### src/core/fsbank_defines.svh
/*
  register addresses, field positions, key bytes and reset values of the flash and system register bank.
  assumes an 8-bit special function register address space.
*/
`ifndef FSBANK_DEFINES_SVH
`define FSBANK_DEFINES_SVH
`define FSB_ADDR_ERASE 8'h94
`define FSB_ADDR_EEPROM_BYTE_BUFFER 8'h9E
`define FSB_ADDR_EECMD 8'h9F
`define FSB_ADDR_FCTRL 8'hB2
`define FSB_ADDR_PAGE 8'hB7
`define FSB_ADDR_FLAGS 8'hE8
`define FSB_ADDR_IRQVIEW 8'hF8
`define FSB_KEY_PAGE 8'h55
`define FSB_KEY_MASS 8'hAA
`define FSB_BIT_PWE 0
`define FSB_BIT_MEEN 1
`define FSB_BIT_SECURE 6
`define FSB_BIT_PREBOOT 7
`define FSB_BIT_XFER 0
`define FSB_BIT_RTC 1
`define FSB_BIT_WDRST 7
`define FSB_PAGE_MAX 7'h7F
`define FSB_BYTE_ZERO 8'h00
`endif

### src/core/fsbank_pkg.sv
/*
  types shared by the flash and system register bank.
  assumes the defines header is included by the files that use it.
*/
package fsbank_pkg;
  // one register bus access from the processor core
  typedef struct packed {
    logic wr;
    logic rd;
    logic [7:0] addr;
    logic [7:0] wdata;
  } fsbank_sfr_req_t;
  // one byte store request into program flash
  typedef struct packed {
    logic valid;
    logic [15:0] addr;
    logic [7:0] data;
  } fsbank_flash_wr_t;
endpackage

### src/core/fsbank_sync.sv
/*
  three-stage synchroniser with agreement filter for a bundle of pin levels.
  assumes one clock and a synchronous active-high reset.
*/
`timescale 1ns/1ps
module fsbank_sync #(
  parameter int WIDTH = 7
) (
  input wire logic CLK_SYS,
  input wire logic RESET,
  input wire logic [WIDTH-1:0] din,
  output logic [WIDTH-1:0] dout
);
  logic [WIDTH-1:0] s1_reg, s2_reg, s3_reg, out_reg;
  logic [WIDTH-1:0] s1_next, s2_next, s3_next, out_next;

  // a bit only moves once the second and third stages agree, which hides a one-cycle glitch
  always_comb begin
    s1_next = din;
    s2_next = s1_reg;
    s3_next = s2_reg;
    for (int i = 0; i < WIDTH; i++) begin
      out_next[i] = (s2_reg[i] == s3_reg[i]) ? s3_reg[i] : out_reg[i];
    end
  end

  // registers only
  always_ff @(posedge CLK_SYS) begin
    if (RESET) begin
      s1_reg <= '0;
      s2_reg <= '0;
      s3_reg <= '0;
      out_reg <= '0;
    end else begin
      s1_reg <= s1_next;
      s2_reg <= s2_next;
      s3_reg <= s3_next;
      out_reg <= out_next;
    end
  end

  assign dout = out_reg;
endmodule

### src/core/fsbank_top.sv
/*
  flash and system special function register bank for an 8-bit processor core.
  assumes the core issues single-cycle read and write strobes on its register bus and
  that erase, flash write, eeprom and watchdog engines sit outside and take one-cycle pulses.
*/
// What this block does
// - key byte 0x55 to the erase trigger starts one page erase
// - key byte 0xAA starts mass erase if enable set and debug port on
// - other bytes written to the erase trigger do nothing at all
// - page select holds the page 0 to 127; kept after each erase
// - eeprom byte is buffered, then command write starts the transmit
// - write enable set turns data-pointer stores into flash byte writes
// - write enable clears after each flash byte; blocked while interrupts enabled
// - mass erase enable resets to zero and must be set before each erase
// - security bit cleared by reset, set only, blocks external flash reads
// - control bit 7 reads one while the preboot sequence runs
// - bit 0 of flag register set on transfer-busy event until cleared
// - bit 1 of flag register set on one-second event until cleared
// - writing one to bit 7 of flag register restarts the watchdog
// - interrupt view returns live external interrupt levels, storing nothing
`timescale 1ns/1ps
`include "fsbank_defines.svh"
module fsbank_top #(
  parameter int NIRQ = 7
) (
  input wire logic CLK_SYS,
  input wire logic RESET,
  input wire fsbank_pkg::fsbank_sfr_req_t SFR_REQ,
  output logic [7:0] SFR_RDATA,
  output logic SFR_HIT,
  input wire logic IRQ_GLOBAL_EN,
  input wire logic DEBUG_PORT_EN,
  input wire logic PREBOOT_ACTIVE,
  input wire logic MOVX_STORE,
  input wire logic [15:0] MOVX_ADDR,
  input wire logic [7:0] MOVX_DATA,
  input wire logic TRANSFER_BUSY_EVENT,
  input wire logic CLOCK_SECOND_EVENT,
  input wire logic [NIRQ-1:0] EXT_IRQ_PINS,
  output logic PAGE_ERASE_START,
  output logic MASS_ERASE_START,
  output logic [6:0] ERASE_PAGE,
  output fsbank_pkg::fsbank_flash_wr_t FLASH_WR,
  output logic XRAM_STORE,
  output logic [7:0] EEPROM_DATA,
  output logic [7:0] EEPROM_CMD,
  output logic EEPROM_CMD_STROBE,
  output logic SECURITY_LOCK,
  output logic WATCHDOG_RESTART
);
  import fsbank_pkg::*;

  logic [NIRQ-1:0] irq_live;
  logic wr_erase, wr_eeprom_byte_buffer, wr_eecmd, wr_fctrl, wr_page, wr_flags;
  logic pwe_reg, pwe_next, meen_reg, meen_next, secure_reg, secure_next;
  logic xfer_flag_reg, xfer_flag_next, rtc_flag_reg, rtc_flag_next;
  logic [6:0] page_reg, page_next;
  logic [7:0] eeprom_byte_buffer_reg, eeprom_byte_buffer_next, eecmd_reg, eecmd_next;
  logic page_go_reg, page_go_next, mass_go_reg, mass_go_next;
  logic eestb_reg, eestb_next, wdog_reg, wdog_next;
  fsbank_flash_wr_t fwr_reg, fwr_next;
  logic xram_reg, xram_next;
  logic [7:0] rdata_reg, rdata_next;
  logic hit_reg, hit_next;
  logic flash_store;

  // external interrupt pins come from outside the clock domain
  fsbank_sync #(.WIDTH(NIRQ)) fsbank_sync_i (
    .CLK_SYS(CLK_SYS),
    .RESET(RESET),
    .din(EXT_IRQ_PINS),
    .dout(irq_live)
  );

  // address decode, shared by write strobes and read mux
  function automatic logic hit(input logic [7:0] a, input logic [7:0] target);
    return a == target;
  endfunction

  always_comb begin
    wr_erase = SFR_REQ.wr && hit(SFR_REQ.addr, `FSB_ADDR_ERASE);
    wr_eeprom_byte_buffer = SFR_REQ.wr && hit(SFR_REQ.addr, `FSB_ADDR_EEPROM_BYTE_BUFFER);
    wr_eecmd = SFR_REQ.wr && hit(SFR_REQ.addr, `FSB_ADDR_EECMD);
    wr_fctrl = SFR_REQ.wr && hit(SFR_REQ.addr, `FSB_ADDR_FCTRL);
    wr_page = SFR_REQ.wr && hit(SFR_REQ.addr, `FSB_ADDR_PAGE);
    wr_flags = SFR_REQ.wr && hit(SFR_REQ.addr, `FSB_ADDR_FLAGS);
    flash_store = MOVX_STORE && pwe_reg;
  end

  // flash control, page select, erase keys
  always_comb begin
    pwe_next = pwe_reg;
    meen_next = meen_reg;
    secure_next = secure_reg;
    page_next = page_reg;
    page_go_next = 1'b0;
    mass_go_next = 1'b0;
    // interrupts enabled freeze the write enable so an isr cannot steer stores into flash
    if (wr_fctrl && !IRQ_GLOBAL_EN) begin
      pwe_next = SFR_REQ.wdata[`FSB_BIT_PWE];
    end
    if (wr_fctrl) begin
      meen_next = SFR_REQ.wdata[`FSB_BIT_MEEN];
      secure_next = secure_reg | SFR_REQ.wdata[`FSB_BIT_SECURE];
    end
    // a flash byte store drops the enable; it wins over a same-cycle control write
    if (flash_store) begin
      pwe_next = 1'b0;
    end
    if (wr_page) begin
      page_next = SFR_REQ.wdata[6:0];
    end
    if (wr_erase) begin
      if (SFR_REQ.wdata == `FSB_KEY_PAGE) begin
        page_go_next = 1'b1;
      end else if (SFR_REQ.wdata == `FSB_KEY_MASS && meen_reg && DEBUG_PORT_EN) begin
        mass_go_next = 1'b1;
        meen_next = 1'b0;
      end
      // any other byte falls through with no effect
    end
  end

  // eeprom buffer, flags, watchdog, flash store routing
  always_comb begin
    eeprom_byte_buffer_next = wr_eeprom_byte_buffer ? SFR_REQ.wdata : eeprom_byte_buffer_reg;
    eecmd_next = wr_eecmd ? SFR_REQ.wdata : eecmd_reg;
    eestb_next = wr_eecmd;
    // write zero clears a flag, an event in the same cycle sets it again
    xfer_flag_next = xfer_flag_reg;
    rtc_flag_next = rtc_flag_reg;
    if (wr_flags && !SFR_REQ.wdata[`FSB_BIT_XFER]) begin
      xfer_flag_next = 1'b0;
    end
    if (wr_flags && !SFR_REQ.wdata[`FSB_BIT_RTC]) begin
      rtc_flag_next = 1'b0;
    end
    if (TRANSFER_BUSY_EVENT) begin
      xfer_flag_next = 1'b1;
    end
    if (CLOCK_SECOND_EVENT) begin
      rtc_flag_next = 1'b1;
    end
    wdog_next = wr_flags && SFR_REQ.wdata[`FSB_BIT_WDRST];
    fwr_next.valid = flash_store;
    fwr_next.addr = MOVX_ADDR;
    fwr_next.data = MOVX_DATA;
    xram_next = MOVX_STORE && !pwe_reg;
  end

  // read mux; unmapped addresses read zero and do not claim the bus
  always_comb begin
    rdata_next = `FSB_BYTE_ZERO;
    hit_next = 1'b0;
    if (SFR_REQ.rd) begin
      hit_next = 1'b1;
      if (hit(SFR_REQ.addr, `FSB_ADDR_EEPROM_BYTE_BUFFER)) begin
        rdata_next = eeprom_byte_buffer_reg;
      end else if (hit(SFR_REQ.addr, `FSB_ADDR_EECMD)) begin
        rdata_next = eecmd_reg;
      end else if (hit(SFR_REQ.addr, `FSB_ADDR_FCTRL)) begin
        rdata_next[`FSB_BIT_PWE] = pwe_reg;
        rdata_next[`FSB_BIT_SECURE] = secure_reg;
        rdata_next[`FSB_BIT_PREBOOT] = PREBOOT_ACTIVE;
      end else if (hit(SFR_REQ.addr, `FSB_ADDR_PAGE)) begin
        rdata_next = {1'b0, page_reg};
      end else if (hit(SFR_REQ.addr, `FSB_ADDR_FLAGS)) begin
        rdata_next[`FSB_BIT_XFER] = xfer_flag_reg;
        rdata_next[`FSB_BIT_RTC] = rtc_flag_reg;
      end else if (hit(SFR_REQ.addr, `FSB_ADDR_IRQVIEW)) begin
        rdata_next[NIRQ-1:0] = irq_live;
      end else begin
        hit_next = 1'b0; // erase trigger is write only
      end
    end
  end

  // all state registers; eeprom buffers have no documented reset, cleared for determinism
  always_ff @(posedge CLK_SYS) begin
    if (RESET) begin
      pwe_reg <= 1'b0;
      meen_reg <= 1'b0;
      secure_reg <= 1'b0;
      page_reg <= '0;
      page_go_reg <= 1'b0;
      mass_go_reg <= 1'b0;
      eeprom_byte_buffer_reg <= `FSB_BYTE_ZERO;
      eecmd_reg <= `FSB_BYTE_ZERO;
      eestb_reg <= 1'b0;
      xfer_flag_reg <= 1'b0;
      rtc_flag_reg <= 1'b0;
      wdog_reg <= 1'b0;
      fwr_reg <= '0;
      xram_reg <= 1'b0;
      rdata_reg <= `FSB_BYTE_ZERO;
      hit_reg <= 1'b0;
    end else begin
      pwe_reg <= pwe_next;
      meen_reg <= meen_next;
      secure_reg <= secure_next;
      page_reg <= page_next;
      page_go_reg <= page_go_next;
      mass_go_reg <= mass_go_next;
      eeprom_byte_buffer_reg <= eeprom_byte_buffer_next;
      eecmd_reg <= eecmd_next;
      eestb_reg <= eestb_next;
      xfer_flag_reg <= xfer_flag_next;
      rtc_flag_reg <= rtc_flag_next;
      wdog_reg <= wdog_next;
      fwr_reg <= fwr_next;
      xram_reg <= xram_next;
      rdata_reg <= rdata_next;
      hit_reg <= hit_next;
    end
  end

  assign SFR_RDATA = rdata_reg;
  assign SFR_HIT = hit_reg;
  assign PAGE_ERASE_START = page_go_reg;
  assign MASS_ERASE_START = mass_go_reg;
  assign ERASE_PAGE = page_reg;
  assign FLASH_WR = fwr_reg;
  assign XRAM_STORE = xram_reg;
  assign EEPROM_DATA = eeprom_byte_buffer_reg;
  assign EEPROM_CMD = eecmd_reg;
  assign EEPROM_CMD_STROBE = eestb_reg;
  assign SECURITY_LOCK = secure_reg;
  assign WATCHDOG_RESTART = wdog_reg;

  // page key yields exactly one erase pulse next cycle
  page_key_a: assert property (@(posedge CLK_SYS) disable iff (RESET)
    (wr_erase && SFR_REQ.wdata == `FSB_KEY_PAGE) |=> PAGE_ERASE_START ##1 !PAGE_ERASE_START)
    else $error("page key did not give one erase pulse");
  mass_gate_a: assert property (@(posedge CLK_SYS) disable iff (RESET)
    MASS_ERASE_START |-> $past(meen_reg) && $past(DEBUG_PORT_EN) && $past(SFR_REQ.wdata) == `FSB_KEY_MASS)
    else $error("mass erase without enable or key");
  other_key_a: assert property (@(posedge CLK_SYS) disable iff (RESET)
    (wr_erase && SFR_REQ.wdata != `FSB_KEY_PAGE && SFR_REQ.wdata != `FSB_KEY_MASS)
    |=> !PAGE_ERASE_START && !MASS_ERASE_START)
    else $error("non-key byte caused erase");
  page_hold_a: assert property (@(posedge CLK_SYS) disable iff (RESET)
    wr_page |=> ERASE_PAGE == $past(SFR_REQ.wdata[6:0]))
    else $error("page select not stored");
  ee_start_a: assert property (@(posedge CLK_SYS) disable iff (RESET)
    wr_eecmd |=> EEPROM_CMD_STROBE && EEPROM_CMD == $past(SFR_REQ.wdata))
    else $error("eeprom command did not start");
  store_route_a: assert property (@(posedge CLK_SYS) disable iff (RESET)
    MOVX_STORE |=> (FLASH_WR.valid == $past(pwe_reg)) && (XRAM_STORE != FLASH_WR.valid))
    else $error("store routed to wrong space");
  pwe_clear_a: assert property (@(posedge CLK_SYS) disable iff (RESET)
    (flash_store || (wr_fctrl && IRQ_GLOBAL_EN && !pwe_reg)) |=> !pwe_reg)
    else $error("write enable not cleared or not blocked");
  secure_sticky_a: assert property (@(posedge CLK_SYS) disable iff (RESET)
    secure_reg |=> secure_reg)
    else $error("security bit was cleared");
  xfer_flag_a: assert property (@(posedge CLK_SYS) disable iff (RESET)
    TRANSFER_BUSY_EVENT |=> xfer_flag_reg ##1 (xfer_flag_reg || $past(wr_flags)))
    else $error("transfer flag lost");
  rtc_flag_a: assert property (@(posedge CLK_SYS) disable iff (RESET)
    CLOCK_SECOND_EVENT |=> rtc_flag_reg)
    else $error("second flag not set");
  dog_kick_a: assert property (@(posedge CLK_SYS) disable iff (RESET)
    WATCHDOG_RESTART |-> $past(wr_flags) && $past(SFR_REQ.wdata[`FSB_BIT_WDRST]))
    else $error("watchdog restart without write");

  // refusals, clears, read paths and set checks; these catch a pulse or a flag that moves with no cause or fails to move
  page_once_a: assert property (@(posedge CLK_SYS) disable iff (RESET)
    PAGE_ERASE_START |-> $past(wr_erase) && $past(SFR_REQ.wdata) == `FSB_KEY_PAGE)
    else $error("page erase without page key");
  mass_block_a: assert property (@(posedge CLK_SYS) disable iff (RESET)
    (wr_erase && SFR_REQ.wdata == `FSB_KEY_MASS && !(meen_reg && DEBUG_PORT_EN)) |=> !MASS_ERASE_START)
    else $error("mass erase started while disabled");
  stray_read_a: assert property (@(posedge CLK_SYS) disable iff (RESET)
    (SFR_REQ.rd && SFR_REQ.addr == `FSB_ADDR_ERASE) |=> !SFR_HIT && SFR_RDATA == `FSB_BYTE_ZERO)
    else $error("erase trigger answered a read");
  flash_word_a: assert property (@(posedge CLK_SYS) disable iff (RESET)
    flash_store |=> FLASH_WR.valid && FLASH_WR.addr == $past(MOVX_ADDR) && FLASH_WR.data == $past(MOVX_DATA))
    else $error("flash store word lost");
  pwe_frozen_a: assert property (@(posedge CLK_SYS) disable iff (RESET)
    (wr_fctrl && IRQ_GLOBAL_EN && !flash_store) |=> pwe_reg == $past(pwe_reg))
    else $error("write enable changed with interrupts on");
  meen_spent_a: assert property (@(posedge CLK_SYS) disable iff (RESET)
    MASS_ERASE_START |-> !meen_reg)
    else $error("mass erase enable not spent");
  secure_set_a: assert property (@(posedge CLK_SYS) disable iff (RESET)
    (wr_fctrl && SFR_REQ.wdata[`FSB_BIT_SECURE]) |=> SECURITY_LOCK)
    else $error("security bit did not set");
  preboot_read_a: assert property (@(posedge CLK_SYS) disable iff (RESET)
    (SFR_REQ.rd && SFR_REQ.addr == `FSB_ADDR_FCTRL) |=> SFR_RDATA[`FSB_BIT_PREBOOT] == $past(PREBOOT_ACTIVE))
    else $error("preboot bit not read live");
  xfer_clear_a: assert property (@(posedge CLK_SYS) disable iff (RESET)
    (wr_flags && !SFR_REQ.wdata[`FSB_BIT_XFER] && !TRANSFER_BUSY_EVENT) |=> !xfer_flag_reg)
    else $error("transfer flag not cleared");
  rtc_clear_a: assert property (@(posedge CLK_SYS) disable iff (RESET)
    (wr_flags && !SFR_REQ.wdata[`FSB_BIT_RTC] && !CLOCK_SECOND_EVENT) |=> !rtc_flag_reg)
    else $error("second flag not cleared");
  dog_write_a: assert property (@(posedge CLK_SYS) disable iff (RESET)
    (wr_flags && SFR_REQ.wdata[`FSB_BIT_WDRST]) |=> WATCHDOG_RESTART)
    else $error("watchdog write gave no restart");
  view_read_a: assert property (@(posedge CLK_SYS) disable iff (RESET)
    (SFR_REQ.rd && SFR_REQ.addr == `FSB_ADDR_IRQVIEW) |=> SFR_HIT && SFR_RDATA[NIRQ-1:0] == $past(irq_live))
    else $error("interrupt view not live");
endmodule

### config.mk
export PLATFORM = sky130hd
export DESIGN_NAME = fsbank_top
export DESIGN_NICKNAME = d
export VERILOG_FILES = /design/src/core/fsbank_pkg.sv /design/src/core/fsbank_sync.sv /design/src/core/fsbank_top.sv
export VERILOG_INCLUDE_DIRS = /design/src /design/src/core
export SDC_FILE = /design/constraint.sdc
export NUM_CORES = 1
export LEC_CHECK = 0
export CAP_MARGIN = 25
export CORE_MARGIN = 2
export CORE_UTILIZATION = 35
export CTS_CLUSTER_DIAMETER = 100
export DETAILED_ROUTE_END_ITERATION = 8
export DONT_BUFFER_PORTS = 1
export PLACE_DENSITY = 0.53
export SYNTH_ARGS = -nofsm -noshare
export SYNTH_HDL_FRONTEND = slang
export SYNTH_HIERARCHICAL = 1
export SYNTH_SLANG_ARGS = --single-unit
### constraint.sdc
create_clock -name CLK_SYS -period 1.6 [get_ports CLK_SYS]
set_input_delay 0.48 -clock CLK_SYS [delete_from_list [all_inputs] [get_ports CLK_SYS]]
set_output_delay 0.48 -clock CLK_SYS [all_outputs]
set_load 0.01 [all_outputs]
==> flow_metrics.env <==
export IMPL_status="finished clean"
export IMPL_tightest_slew_ns=0.337
export IMPL_rsz0062_at_grt="no"
export IMPL_layout_drive_gt1_share_pct=15.3
export IMPL_synth_cell_types=45
export IMPL_avgSynthCellArea_um2=10.7
export IMPL_route_detailed_drc=0
export IMPL_placement_io_buffers=0
export IMPL_fin_worst_skew_ns=0.0101
export IMPL_finalHoldViolCount=0
export IMPL_finalSetupViolCount=0
export IMPL_yosysWarnings=6
export IMPL_wl_um=8280
export IMPL_irDropWorstVdd_v=0.000346
export IMPL_multi_input_area_mm2=0.00151
export IMPL_drtIter0Drc=76
export IMPL_power_density_mw_per_mm2=1070
export IMPL_netlist_area_mm2=0.00351
export IMPL_cap_viol_max_count=0
export IMPL_ys_seq_elements=95
export IMPL_yosysTopAreaCell="dfxtp_1"
export IMPL_critPathKind="reg2out"
export IMPL_cts_tree="built"
export IMPL_ant_nets=0
export IMPL_finalPower_uw=4120
export IMPL_synth_edff_count=0
export IMPL_leakagePower_uw=0.00150
export IMPL_start_kind="flip-flop"
export IMPL_cts_max_level=3
export IMPL_cts_setup_buffers=0
export IMPL_timing_setup_tns_ns=0
export IMPL_synth_seq_area_share_pct=54.2
export IMPL_async_reset_ff_share_pct=0
export IMPL_via_per_inst=5.00
export IMPL_final_seq_area_mm2=0.00190
export IMPL_place_inst=451
export IMPL_relSlewSlack_pct=77.5
export IMPL_yosys_top_cells_area="dfxtp_1 54%, mux2i_1 8.3%, nor2b_1 5.3%, nor2_1 3.7%, o21ai_0 2.3%"
export IMPL_n_fill_cell=967
export IMPL_stdcell_area_mm2=0.00386
export IMPL_cp_arrival_ns=0.82
export IMPL_ctsResizeCount=0
export IMPL_cts_sinks=95
export IMPL_placed_cell_area_mm2=0.00367
export IMPL_synthToLayoutAreaGrowth_pct=9.94
export IMPL_cp_end_kind="output port"
export IMPL_path_clk_slew_ns=0.10
export IMPL_initial_core_util_pct=35.9
export IMPL_rows=36
export IMPL_clockBufferDepth=2
export IMPL_gp_congestion=0.804
export IMPL_yosys_area_top_type_share_pct=54.2
export IMPL_grt_pass1_vias=2351
export IMPL_worstPathRequired_ns=1.12
export IMPL_numCtsBuffers=9
export IMPL_max_freq_mhz=767
export IMPL_dr_pass1_iters=4
export IMPL_grt_usage_pct=15.5
export IMPL_die_w_um=104
export IMPL_period_needed_ns=1.30
export IMPL_antenna_found_initial=0
export IMPL_grt_max_degree=89
export IMPL_dp_hpwl_um=5940
export IMPL_core_area_mm2=0.00977
export IMPL_die_area_mm2=0.0108
export IMPL_overflow=0
export IMPL_clock_latency_ns=0.37
export IMPL_synthFlopType="dfxtp_1"
export IMPL_chipHeight_um=104
export IMPL_grt_pass1_wl_um=13000
export IMPL_pin_count=120
export IMPL_largest_reg_flops=25
export IMPL_dr_total_vias=2334
export IMPL_crit_fanout=3
export IMPL_dp_slack_ns=0.0357
export IMPL_wire_per_inst_um=17.7
export IMPL_syn_inst=328
export IMPL_antenna_cells=0
export IMPL_syn_num_nets=385
export IMPL_synthMostInstantiatedCell="dfxtp_1"
export IMPL_fin_ws_ns=0.296
export IMPL_hp_class="in2reg"
export IMPL_synth_commonest_cells="95 x dfxtp_1, 35 x nor2_1, 30 x nor2b_1"
export IMPL_post_route_period_util_pct=81.5
export IMPL_timing_final_max_slew_violations=0
export IMPL_final_instance_count_excl_fill=467
export IMPL_cts_root_buf="clkbuf_8"
export IMPL_nets=386
export IMPL_postCtsHoldBufs=0
worst paths after layout:
path                      startpoint                 endpoint  slack, ns  cells after the start
max                    ERASE_PAGE[4]            ERASE_PAGE[4]       0.30                      0
min                            RESET             FLASH_WR[20]       0.17                      1
max reg2reg    fsbank_sync_i/dout[0]             SFR_RDATA[0]       0.42                      4
min reg2reg  fsbank_sync_i/s1_reg[0]  fsbank_sync_i/s2_reg[0]       0.45                      1
report_power, final:
part           internal, µW  total [µW]  leakage (µW)  switching, µW
Clock                   600        1530     0.0000949            933
Combinational          78.7         126      0.000624           47.3
Sequential             2420        2460      0.000776           39.9
Total                  3100        4120       0.00150           1020
logic make-up (layout without fill, tap and decap cells):
| group | count (synthesis) | in the layout | share of synthesized area [%] |
|---|---|---|---|
| flip-flops | 95 | 95 | 54.2 |
| buffers and inverters | 22 | 28 | 3.53 |
| AO/OA/AOI/OAI | 47 | 47 | 8.62 |
| multiplexers | 29 | 29 | 8.27 |
| AND/OR/NAND/NOR | 135 | 135 | 25.4 |
layout make-up:
class / count / area share [%]
Inverter: 5 / 0.486
Timing Repair Buffer: 7 / 2.01
Clock inverter: 7 / 1.72
Clock buffer: 9 / 3.21
Sequential cell: 95 / 49.3
Multi-Input combinational cell: 211 / 39.0
Tap cell: 133 / 4.31
layer usage:
| metal | share of wire [%] | vias up | track usage (%) |
|---|---|---|---|
| met5 | 0 | - | 0 |
| li1 | - | 1125 | - |
| met1 | 43 | 1123 | 18.9 |
| met2 | 46 | 73 | 23.7 |
| met3 | 9.6 | 13 | 7.71 |
| met4 | 1.6 | 0 | 5.50 |
cells in the final DEF (no fill, tap or decap), types with 2 or more instances in the layout:
cell	Yosys	routed
dfxtp_1	95	95
nor2_1	35	35
nor2b_1	30	30
mux2i_1	29	29
o21ai_0	16	16
nand2_1	10	10
clkbuf_8	0	9
nor2b_2	9	9
a21oi_1	8	8
a21oi_2	7	7
inv_1	5	5
nand2b_1	5	5
a22o_1	5	5
a22oi_1	5	5
buf_4	0	5
nor3_1	4	4
nor3b_1	4	4
nor2b_4	4	4
nand4_1	3	3
nand3b_1	3	3
or3_1	3	3
and2b_1	3	3
and4b_1	2	2
and3b_1	2	2
nand3_1	2	2
nor4bb_1	2	2
nand4bb_1	3	2
o21ai_1	2	2
inv_6	0	2
buf_12	1	2
through the flow:
step           util [%]  hold slack (ns)
2_1_floorplan         -            0.414
3_3_place_gp       37.5            0.423
3_5_place_dp       37.5            0.429
4_1_cts            39.5            0.152
5_1_grt            39.5            0.140
6_report           39.5            0.170
No activity file was read; power rests on OpenSTA's default activity.
